`config.mk`:
```
export PLATFORM = sky130hd
export DESIGN_NAME = eis_top
export DESIGN_NICKNAME = d
export VERILOG_FILES = /design/src/core/eis_pkg.sv /design/src/core/eis_top.sv
export SDC_FILE = /design/constraint.sdc
export NUM_CORES = 1
export LEC_CHECK = 0
export BUFFER_PORTS_ARGS = -buffer_cell sky130_fd_sc_hd__buf_2
export CORE_ASPECT_RATIO = 0.9
export CORE_MARGIN = 5
export CORE_UTILIZATION = 45
export CTS_CLUSTER_SIZE = 12
export DETAILED_ROUTE_END_ITERATION = 12
export GPL_TIMING_DRIVEN = 0
export PLACE_DENSITY = 0.76
export SLEW_MARGIN = 10
export SYNTH_ARGS = -nofsm -noshare
export SYNTH_HDL_FRONTEND = slang
export SYNTH_SLANG_ARGS = --single-unit
```
`constraint.sdc`:
```
create_clock -name ref_clk_i -period 2.4 [get_ports ref_clk_i]
set_input_delay 0.24 -clock ref_clk_i [delete_from_list [all_inputs] [get_ports ref_clk_i]]
set_output_delay 0.24 -clock ref_clk_i [all_outputs]
set_load 0.05 [all_outputs]
```
`src/core/eis_pkg.sv`:
```
// Purpose: shared constants and types of the external interrupt sense block
// Assumes: 32-bit AXI4-Lite register bus, one clock at 40 MHz
// Notes: byte offsets, bit positions and reset values live here only
`default_nettype none

package eis_pkg;

  // ----------------------------------------------------------------
  // clock and timing
  // ----------------------------------------------------------------
  localparam int CLK_MHZ = 40;
  localparam int WDT_PERIOD_NS = 1000;
  localparam int CNT_W = 12;
  localparam int WAKE_SAMPLES = 2;

  // ----------------------------------------------------------------
  // register map
  // ----------------------------------------------------------------
  localparam int ADDR_W = 8;
  localparam logic [7:0] OFF_MCU_CTL = 8'h00;
  localparam logic [7:0] OFF_EN_CTL = 8'h04;
  localparam logic [7:0] OFF_FLAGS = 8'h08;
  localparam logic [7:0] OFF_IST = 8'h0C;
  localparam logic [7:0] OFF_ICLR = 8'h10;
  localparam logic [7:0] OFF_IEN = 8'h14;
  localparam logic [7:0] OFF_PIN_STATE = 8'h18;

  // ----------------------------------------------------------------
  // field layout
  // ----------------------------------------------------------------
  localparam int SENSE_P0_LSB = 0;
  localparam int SENSE_P1_LSB = 2;
  localparam int EN_P0_BIT = 6;
  localparam int FLAG_P0_BIT = 6;
  localparam int EV_P0 = 0;
  localparam int EV_WAKE = 2;
  localparam int EV_W = 3;
  localparam int PST_PIN_LSB = 0;
  localparam int PST_WAKE_BIT = 4;
  localparam int PST_WK_LSB = 5;

  // ----------------------------------------------------------------
  // reset values and responses
  // ----------------------------------------------------------------
  localparam logic [7:0] RST_MCU_CTL = 8'h00;
  localparam logic [1:0] RST_EN = 2'h0;
  localparam logic [EV_W-1:0] RST_IEN = 3'h0;
  localparam logic [1:0] RESP_OKAY = 2'h0;
  localparam logic [1:0] RESP_SLVERR = 2'h2;

  // ----------------------------------------------------------------
  // types
  // ----------------------------------------------------------------
  typedef enum logic [1:0] {SENSE_LOW, SENSE_ANY, SENSE_FALL, SENSE_RISE} eis_sense_t;
  typedef enum logic [1:0] {WK_IDLE, WK_SAMPLE, WK_START} eis_wake_t;

  typedef struct packed {
    logic awvalid;
    logic [ADDR_W-1:0] awaddr;
    logic wvalid;
    logic [31:0] wdata;
    logic [3:0] wstrb;
    logic bready;
    logic arvalid;
    logic [ADDR_W-1:0] araddr;
    logic rready;
  } eis_axi_req_t;

  typedef struct packed {
    logic awready;
    logic wready;
    logic bvalid;
    logic [1:0] bresp;
    logic arready;
    logic rvalid;
    logic [31:0] rdata;
    logic [1:0] rresp;
  } eis_axi_rsp_t;

  typedef struct packed {
    logic [1:0] sync1;
    logic [1:0] sync2;
    logic [1:0] prev;
    logic [7:0] mcu_ctl;
    logic [1:0] en;
    logic [1:0] flag;
    logic [1:0] req;
    logic [EV_W-1:0] ist;
    logic [EV_W-1:0] ien;
    logic irq;
    eis_wake_t wk;
    logic [CNT_W-1:0] cnt;
    logic [CNT_W-1:0] wdt_cnt;
    logic wake;
    logic aw_have;
    logic w_have;
    logic [ADDR_W-1:0] wr_addr;
    logic [31:0] wr_data;
    logic [3:0] wr_strb;
    eis_axi_rsp_t rsp;
  } eis_state_t;

endpackage : eis_pkg

`default_nettype wire

```
`src/core/eis_top.sv`:
```
// Purpose: two-pin external interrupt sense, flags, wake-up and AXI4-Lite registers
// Assumes: pins are asynchronous; ack, sleep and global enable come from this clock
// Notes: low-level path never depends on io_run_i; edge paths stop with it
//
// Implementation choices: the placing of the registers and the AXI4-Lite slave port.
`default_nettype none

module eis_top #(
  parameter int STARTUP_NS = 1000
) (
  input wire logic ref_clk_i,
  input wire logic rst_i,
  input wire logic ce_i,
  input wire logic [1:0] pin_i,
  input wire logic io_run_i,
  input wire logic sleep_i,
  input wire logic gie_i,
  input wire logic [1:0] ack_i,
  input wire eis_pkg::eis_axi_req_t axi_req_i,
  output eis_pkg::eis_axi_rsp_t axi_rsp_o,
  output logic [1:0] req_o,
  output logic irq_o,
  output logic wake_o
);
  import eis_pkg::*;

  // ----------------------------------------------------------------
  // derived counts
  // ----------------------------------------------------------------
  localparam int STARTUP_RAW = (STARTUP_NS * CLK_MHZ + 999) / 1000;
  localparam int STARTUP_MIN = (STARTUP_RAW < 1) ? 1 : STARTUP_RAW;
  localparam logic [CNT_W-1:0] STARTUP_CYC = CNT_W'(STARTUP_MIN);
  localparam int WDT_RAW = (WDT_PERIOD_NS * CLK_MHZ) / 1000;
  localparam int WDT_MIN = (WDT_RAW < 1) ? 1 : WDT_RAW;
  localparam logic [CNT_W-1:0] WDT_CYC = CNT_W'(WDT_MIN);

  // ----------------------------------------------------------------
  // helpers
  // ----------------------------------------------------------------
  function automatic eis_sense_t sense_of(input logic [7:0] ctl, input int pin);
    logic [1:0] code;
    code = 2'h0;
    if (pin == 1) begin
      code = ctl[SENSE_P1_LSB +: 2];
    end else begin
      code = ctl[SENSE_P0_LSB +: 2];
    end
    sense_of = eis_sense_t'(code);
  endfunction : sense_of

  function automatic logic edge_hit(input eis_sense_t mode, input logic old_v,
                                    input logic cur_v);
    logic hit;
    hit = 1'b0;
    case (mode)
      SENSE_ANY: begin
        hit = old_v ^ cur_v;
      end
      SENSE_FALL: begin
        hit = old_v & ~cur_v;
      end
      SENSE_RISE: begin
        hit = ~old_v & cur_v;
      end
      default: begin
        hit = 1'b0;
      end
    endcase
    edge_hit = hit;
  endfunction : edge_hit

  function automatic logic is_mapped(input logic [ADDR_W-1:0] a);
    logic [7:0] w;
    w = {a[7:2], 2'b00};
    is_mapped = (w == OFF_MCU_CTL) || (w == OFF_EN_CTL) || (w == OFF_FLAGS) ||
                (w == OFF_IST) || (w == OFF_ICLR) || (w == OFF_IEN) ||
                (w == OFF_PIN_STATE);
  endfunction : is_mapped

  function automatic logic [31:0] rd_word(input logic [ADDR_W-1:0] a,
                                          input eis_state_t s);
    logic [31:0] d;
    logic [7:0] w;
    d = 32'h0000_0000;
    w = {a[7:2], 2'b00};
    case (w)
      OFF_MCU_CTL: begin
        d[7:0] = s.mcu_ctl;
      end
      OFF_EN_CTL: begin
        d[EN_P0_BIT +: 2] = s.en;
      end
      OFF_FLAGS: begin
        d[FLAG_P0_BIT +: 2] = s.flag;
      end
      OFF_IST: begin
        d[EV_W-1:0] = s.ist;
      end
      OFF_IEN: begin
        d[EV_W-1:0] = s.ien;
      end
      OFF_PIN_STATE: begin
        d[PST_PIN_LSB +: 2] = s.sync2;
        d[PST_WAKE_BIT] = s.wake;
        d[PST_WK_LSB +: 2] = s.wk;
      end
      default: begin
        d = 32'h0000_0000;
      end
    endcase
    rd_word = d;
  endfunction : rd_word

  // ----------------------------------------------------------------
  // state
  // ----------------------------------------------------------------
  eis_state_t r;
  eis_state_t n;
  eis_sense_t mode [2];
  logic [1:0] level_mode;
  logic [1:0] lvl_act;
  logic [1:0] ev;
  logic [1:0] clr_flag;
  logic [EV_W-1:0] ev_set;
  logic [EV_W-1:0] ev_clr;
  logic wr_go;
  logic [7:0] wr_word;
  logic wr_lo;
  logic wdt_tick;
  logic any_lvl;
  logic wake_ev;

  always_comb begin
    n = r;
    mode[0] = sense_of(r.mcu_ctl, 0);
    mode[1] = sense_of(r.mcu_ctl, 1);
    level_mode = 2'b00;
    lvl_act = 2'b00;
    ev = 2'b00;
    clr_flag = 2'b00;
    ev_set = '0;
    ev_clr = '0;
    wake_ev = 1'b0;
    wdt_tick = 1'b0;
    wr_go = r.aw_have & r.w_have & ~r.rsp.bvalid;
    wr_word = {r.wr_addr[7:2], 2'b00};
    wr_lo = r.wr_strb[0];

    // ----------------------------------------------------------------
    // pin sampling and sense
    // ----------------------------------------------------------------
    // two-flop pin sync
    n.sync1 = pin_i;
    n.sync2 = r.sync1;
    if (io_run_i) begin
      n.prev = r.sync2;
    end
    for (int i = 0; i < 2; i++) begin
      level_mode[i] = (mode[i] == SENSE_LOW);
      lvl_act[i] = level_mode[i] & ~r.sync2[i];
      ev[i] = io_run_i & ~level_mode[i] & edge_hit(mode[i], r.prev[i], r.sync2[i]);
    end
    any_lvl = |(lvl_act & r.en);

    // ----------------------------------------------------------------
    // request flags
    // ----------------------------------------------------------------
    for (int i = 0; i < 2; i++) begin
      clr_flag[i] = ack_i[i] |
                    (wr_go & wr_lo & (wr_word == OFF_FLAGS) & r.wr_data[FLAG_P0_BIT + i]);
      if (level_mode[i]) begin
        n.flag[i] = 1'b0;
      end else begin
        n.flag[i] = (r.flag[i] & ~clr_flag[i]) | ev[i];
      end
    end

    // ----------------------------------------------------------------
    // requests toward the CPU
    // ----------------------------------------------------------------
    for (int i = 0; i < 2; i++) begin
      n.req[i] = gie_i & r.en[i] & (level_mode[i] ? lvl_act[i] : r.flag[i]);
    end
    if (r.wk == WK_START) begin
      n.req = 2'b00;
    end

    // ----------------------------------------------------------------
    // wake-up sampling
    // ----------------------------------------------------------------
    if (r.wdt_cnt == '0) begin
      n.wdt_cnt = WDT_CYC - 1'b1;
      wdt_tick = 1'b1;
    end else begin
      n.wdt_cnt = r.wdt_cnt - 1'b1;
    end
    if (!sleep_i && r.wk != WK_START) begin
      n.wake = 1'b0;
    end
    case (r.wk)
      WK_IDLE: begin
        if (sleep_i && wdt_tick && any_lvl) begin
          n.wk = WK_SAMPLE;
        end
      end
      WK_SAMPLE: begin
        if (!sleep_i) begin
          n.wk = WK_IDLE;
        end else if (wdt_tick) begin
          if (any_lvl) begin
            n.wake = 1'b1;
            wake_ev = 1'b1;
            n.cnt = STARTUP_CYC;
            n.wk = WK_START;
          end else begin
            n.wk = WK_IDLE;
          end
        end
      end
      WK_START: begin
        if (r.cnt == '0) begin
          n.wk = WK_IDLE;
        end else begin
          n.cnt = r.cnt - 1'b1;
        end
      end
      default: begin
        n.wk = WK_IDLE;
      end
    endcase

    // ----------------------------------------------------------------
    // event status and interrupt line
    // ----------------------------------------------------------------
    for (int i = 0; i < 2; i++) begin
      ev_set[EV_P0 + i] = ev[i] | (lvl_act[i] & r.en[i]);
    end
    ev_set[EV_WAKE] = wake_ev;
    if (wr_go && wr_lo && wr_word == OFF_ICLR) begin
      ev_clr = r.wr_data[EV_W-1:0];
    end
    n.ist = (r.ist & ~ev_clr) | ev_set;

    // ----------------------------------------------------------------
    // register writes
    // ----------------------------------------------------------------
    if (wr_go && wr_lo) begin
      case (wr_word)
        OFF_MCU_CTL: begin
          n.mcu_ctl = r.wr_data[7:0];
        end
        OFF_EN_CTL: begin
          n.en = r.wr_data[EN_P0_BIT +: 2];
        end
        OFF_IEN: begin
          n.ien = r.wr_data[EV_W-1:0];
        end
        default: begin
          n.ien = r.ien;
        end
      endcase
    end
    n.irq = |(n.ist & n.ien);

    // ----------------------------------------------------------------
    // AXI4-Lite write channel
    // ----------------------------------------------------------------
    if (axi_req_i.awvalid && r.rsp.awready) begin
      n.aw_have = 1'b1;
      n.wr_addr = axi_req_i.awaddr;
    end
    if (axi_req_i.wvalid && r.rsp.wready) begin
      n.w_have = 1'b1;
      n.wr_data = axi_req_i.wdata;
      n.wr_strb = axi_req_i.wstrb;
    end
    if (r.rsp.bvalid && axi_req_i.bready) begin
      n.rsp.bvalid = 1'b0;
    end
    if (wr_go) begin
      n.aw_have = 1'b0;
      n.w_have = 1'b0;
      n.rsp.bvalid = 1'b1;
      n.rsp.bresp = is_mapped(r.wr_addr) ? RESP_OKAY : RESP_SLVERR;
    end
    n.rsp.awready = ~n.aw_have & ~n.rsp.bvalid;
    n.rsp.wready = ~n.w_have & ~n.rsp.bvalid;

    // ----------------------------------------------------------------
    // AXI4-Lite read channel
    // ----------------------------------------------------------------
    if (r.rsp.rvalid && axi_req_i.rready) begin
      n.rsp.rvalid = 1'b0;
    end
    if (axi_req_i.arvalid && r.rsp.arready) begin
      n.rsp.rvalid = 1'b1;
      n.rsp.rdata = rd_word(axi_req_i.araddr, r);
      n.rsp.rresp = is_mapped(axi_req_i.araddr) ? RESP_OKAY : RESP_SLVERR;
    end
    n.rsp.arready = ~n.rsp.rvalid;
  end

  // ----------------------------------------------------------------
  // registers
  // ----------------------------------------------------------------
  always_ff @(posedge ref_clk_i or posedge rst_i) begin
    if (rst_i) begin
      r <= '0;
      r.mcu_ctl <= RST_MCU_CTL;
      r.en <= RST_EN;
      r.ien <= RST_IEN;
      r.wk <= WK_IDLE;
    end else if (ce_i) begin
      r <= n;
    end
  end

  // ----------------------------------------------------------------
  // outputs
  // ----------------------------------------------------------------
  assign axi_rsp_o = r.rsp;
  assign req_o = r.req;
  assign irq_o = r.irq;
  assign wake_o = r.wake;

endmodule : eis_top

`default_nettype wire

```
==> metrics.md <==
| Metric | Value |
|---|---|
| Run status | finished clean |
| Area Overhead vs Synth | 18.5% |
| Register-to-register setup slack | 160 ps |
| Number of DRC violations after detailed-routing iteration 0 | ~170 |
| Most common flop cell mapped by yosys | sky130_fd_sc_hd__dfrtp_1 |
| Clock tree from TritonCTS | built |
| Worst Path Class, Setup | flip-flop to flip-flop |
| Most frequent standard cell in the layout excluding fill and tap cells | sky130_fd_sc_hd__dfrtp_1 |
| Yosys warns | 0 |
| Setup crit end kind | flip-flop |
| CP Data Arrival Time | 2460 ps |
| Die Span X | 118 um |
| I/O pins | roughly 110 |
| Setup violators final | 0 |
| Worst Max-Slew Pin Slew | 630 ps |
| Setup tns final | 0 ps |
| Average routed wire per standard cell | roughly 15 um |
| Type of the most critical hold path | primary input to flip-flop |
| Remaining global-route overflow | 0 |
| Weighted congestion at the end of routability-driven global placement | 0.897 |
| DRC violation count after routing | 0 |
| Clock insertion delay at the later pin of the skew report | 330 ps |
| Cell type with the highest aggregate area in the netlist | sky130_fd_sc_hd__dfrtp_1 |
| Die area | 12600 um2 |
| Clock network power share | 27.7% |
| Post-Syn Area per Cell | 10.2 um2 |
| Ratio of routed vias to standard cells | around 5.4 |
| Worst setup margin | about 160 ps |
| Worst r2r src | r[88] |
| Power density of the placed cells | 882 nW/um2 |
| Endpoint of the worst register-to-register path | r[112] |
| DRT Pass-1 Iters | 5 |
| Distinct cell type count after synthesis | 65 |
| Overall die height | 107 um |
| Leak pwr | 2.66 nW |
| Number of levels the H-tree was split into | 3 |
| FF-to-FF path depth | 7 |
| Power dissipated by switching net loads | between 1.5 and 2 mW |
| Worst EP required | around 2600 ps |
| Share of total power in combinational logic | between 20% and 30% |
| Number of antenna cells inserted | 0 |
| Fraction of synthesized cell area taken by the top area cell type | 45.9% |
| RSZ-0062 raised after global routing | false |
| Max Freq | 445 MHz |
| Top post-synthesis cells by area | sky130_fd_sc_hd__dfrtp_1 (46%), sky130_fd_sc_hd__mux2_2 (7.7%), sky130_fd_sc_hd__buf_4 (6.9%) |
| Detailed-route via count | 3681 |
| Via count of the first global-routing pass | 3573 |
| Clock transition at path regs | approximately 60 ps |
| Share of power burned in registers | 44.4% |
| Skew final | 7.29 ps |
| Row count | 35 |
| Post-synthesis sequential element count | 86 |
| Critical Path Fanout Max | 6 |
| Final wirelength | between 10 and 15 mm |
| Post-placement setup slack | roughly 220 ps |
| Final ANT Viol Nets | 0 |
| Largest net degree at the start of global routing | 36 |
| Sequential-to-total area share from yosys stat | 45.9% |
| Top library cells by usage in the layout, fill and taps aside | sky130_fd_sc_hd__dfrtp_1 (86), sky130_fd_sc_hd__buf_2 (57), sky130_fd_sc_hd__buf_4 (43) |
| Detail Placement HPWL | 8.03 mm |
| Start point of the worst min-delay path | axi_req_i[54] |
| Crit start category | flip-flop |
| Termination of the worst setup path | r[112] |
| Fraction of layout instances using a drive strength above 1 | 30.2% |
| Total count of max-transition violations in the final report | 0 |
| Clk sinks | 86 |
| Net count reported at finish | 627 |
| Int Pwr | between 3 and 4 mW |
| Count of port buffers added during placement | 53 |
| Area of the core region | ~10000 um2 |
| First-pass GRT wire length | 17.6 mm |
| Fraction of registers with async set/reset | 100% |
| Total of max-cap violations | 0 |
| Cts bufs inserted | 9 |
| Number of failing hold endpoints at the final stage | 0 |
| Number of synthesized flops with an enable pin | 0 |
| Worst Setup SP | r[88] |
| Clock buffer depth | 2 |
| All-Layer GR Usage | ~17% |
| Fraction of the cycle the final worst path needs | just over 90% |
| Worst slew margin | just under 60% |
| Antenna violations before repair | 0 |
| Sw Share | 34.1% |
| Minimum clock period after layout | 2240 ps |
| Initial core utilization | roughly 46% |
| Number of standard cells after synthesis | 460 |
| Clock root buffer master | sky130_fd_sc_hd__clkbuf_16 |
| Worst IR Drop VDD | around 0.7 mV |
| Synthesized cell area | 4690 um2 |
stage by stage:
step / utilization, % / hold WS, ps / cells / power (mW) / area (um2)
after floorplan: - / 379 / 485 / 3.20 / 4790
after global placement: 51.1 / 464 / 667 / 3.48 / 5210
after detailed placement: 51.5 / 320 / 669 / 3.56 / 5250
after CTS: 54.4 / 135 / 685 / 4.92 / 5550
after global routing: 54.4 / 140 / 685 / 5.17 / 5560
final: 54.4 / 141 / 685 / 4.90 / 5560
critical path: stages, from the launching register on:
cell	delay [ps]
sky130_fd_sc_hd__dfrtp_1	410
sky130_fd_sc_hd__inv_1	110
sky130_fd_sc_hd__ha_1	150
sky130_fd_sc_hd__nor4b_1	370
sky130_fd_sc_hd__and4b_2	270
sky130_fd_sc_hd__buf_2	200
sky130_fd_sc_hd__mux2_2	360
sky130_fd_sc_hd__a32o_1	250
metal layers:
metal / global-route usage, % / share of wire (%) / wire length [um]
met4: 5.41 / 1.5 / 152
met1: 23.5 / 46 / 4790
met2: 25.2 / 44 / 4590
met5: 0 / 0 / 0
met3: 4.69 / 8.5 / 885
worst min-delay path by stage:
stage	endpoint	slack, ps	depth (start not counted)
floorplan	wake_o	380	2
global placement	r[106]	460	1
detailed placement	r[94]	320	2
CTS	r[83]	130	2
global route	r[45]	140	2
finish	r[83]	140	2
cell families (layout without fill, tap and decap cells):
logic type / count (synthesis) / count (layout) / share of synthesized area, %
AO/OA/AOI/OAI: 97 / 97 / 14.5
XOR/XNOR: 8 / 8 / 1.49
adder cells (fa/ha/maj): 8 / 8 / 2.14
buffers and inverters: 77 / 148 / 10.2
flip-flops: 86 / 86 / 45.9
multiplexers: 39 / 39 / 9.18
other: 1 / 26 / 0.0800
AND/OR/NAND/NOR: 144 / 144 / 16.4
power groups by stage:
stage                     Clock (mW)  Combinational, mW  Sequential, mW
final                           1.36               1.36            2.18
after global routing            1.44               1.50            2.23
after CTS                       1.39               1.37            2.17
after detailed placement           0               1.36            2.20
after global placement             0               1.31            2.17
after floorplan                    0               1.11            2.10
what timing repair did:
item / 4_1_cts / 5_1_grt
endpoints found under the hold margin: 21 / 0
hold buffers: 1 / 0
setup buffers: 0 / 0
resized for setup: 0 / 1
setup endpoints to repair: 0 / 1
sequential cells by signal, indices dropped and copies added (netlist names):
name       cells
req_o          2
wake_o         1
axi_rsp_o     15
n              2
r             61
irq_o          1
mode           4
Yosys cell counts, drive strengths merged, types with 4 or more instances:
library cell and instances:
or3 4, buf 49, a211oi 7, nor3 8, a22o 5, ha 8
mux2i 7, dfrtp 86, nor2 34, nand4 7, a21oi 10, inv 16
a22oi 6, mux2 32, nand3 10, nand2b 6, o21ai 29, xnor2 5
a31oi 9, and4b 4, nor2b 8, nand2 40, clkbuf 11, o31ai 10
final cells by class:
cell class	instances	area (um2)
Clock inverter	4	47.5
Timing Repair Buffer	56	315
Sequential cell	86	2150
Fill cell	893	4650
Multi-Input combinational cell	322	2150
Inverter	17	67.6
Buffer	60	417
Tap cell	129	161
Clock buffer	11	243
Power figures use the tool's default switching activity.
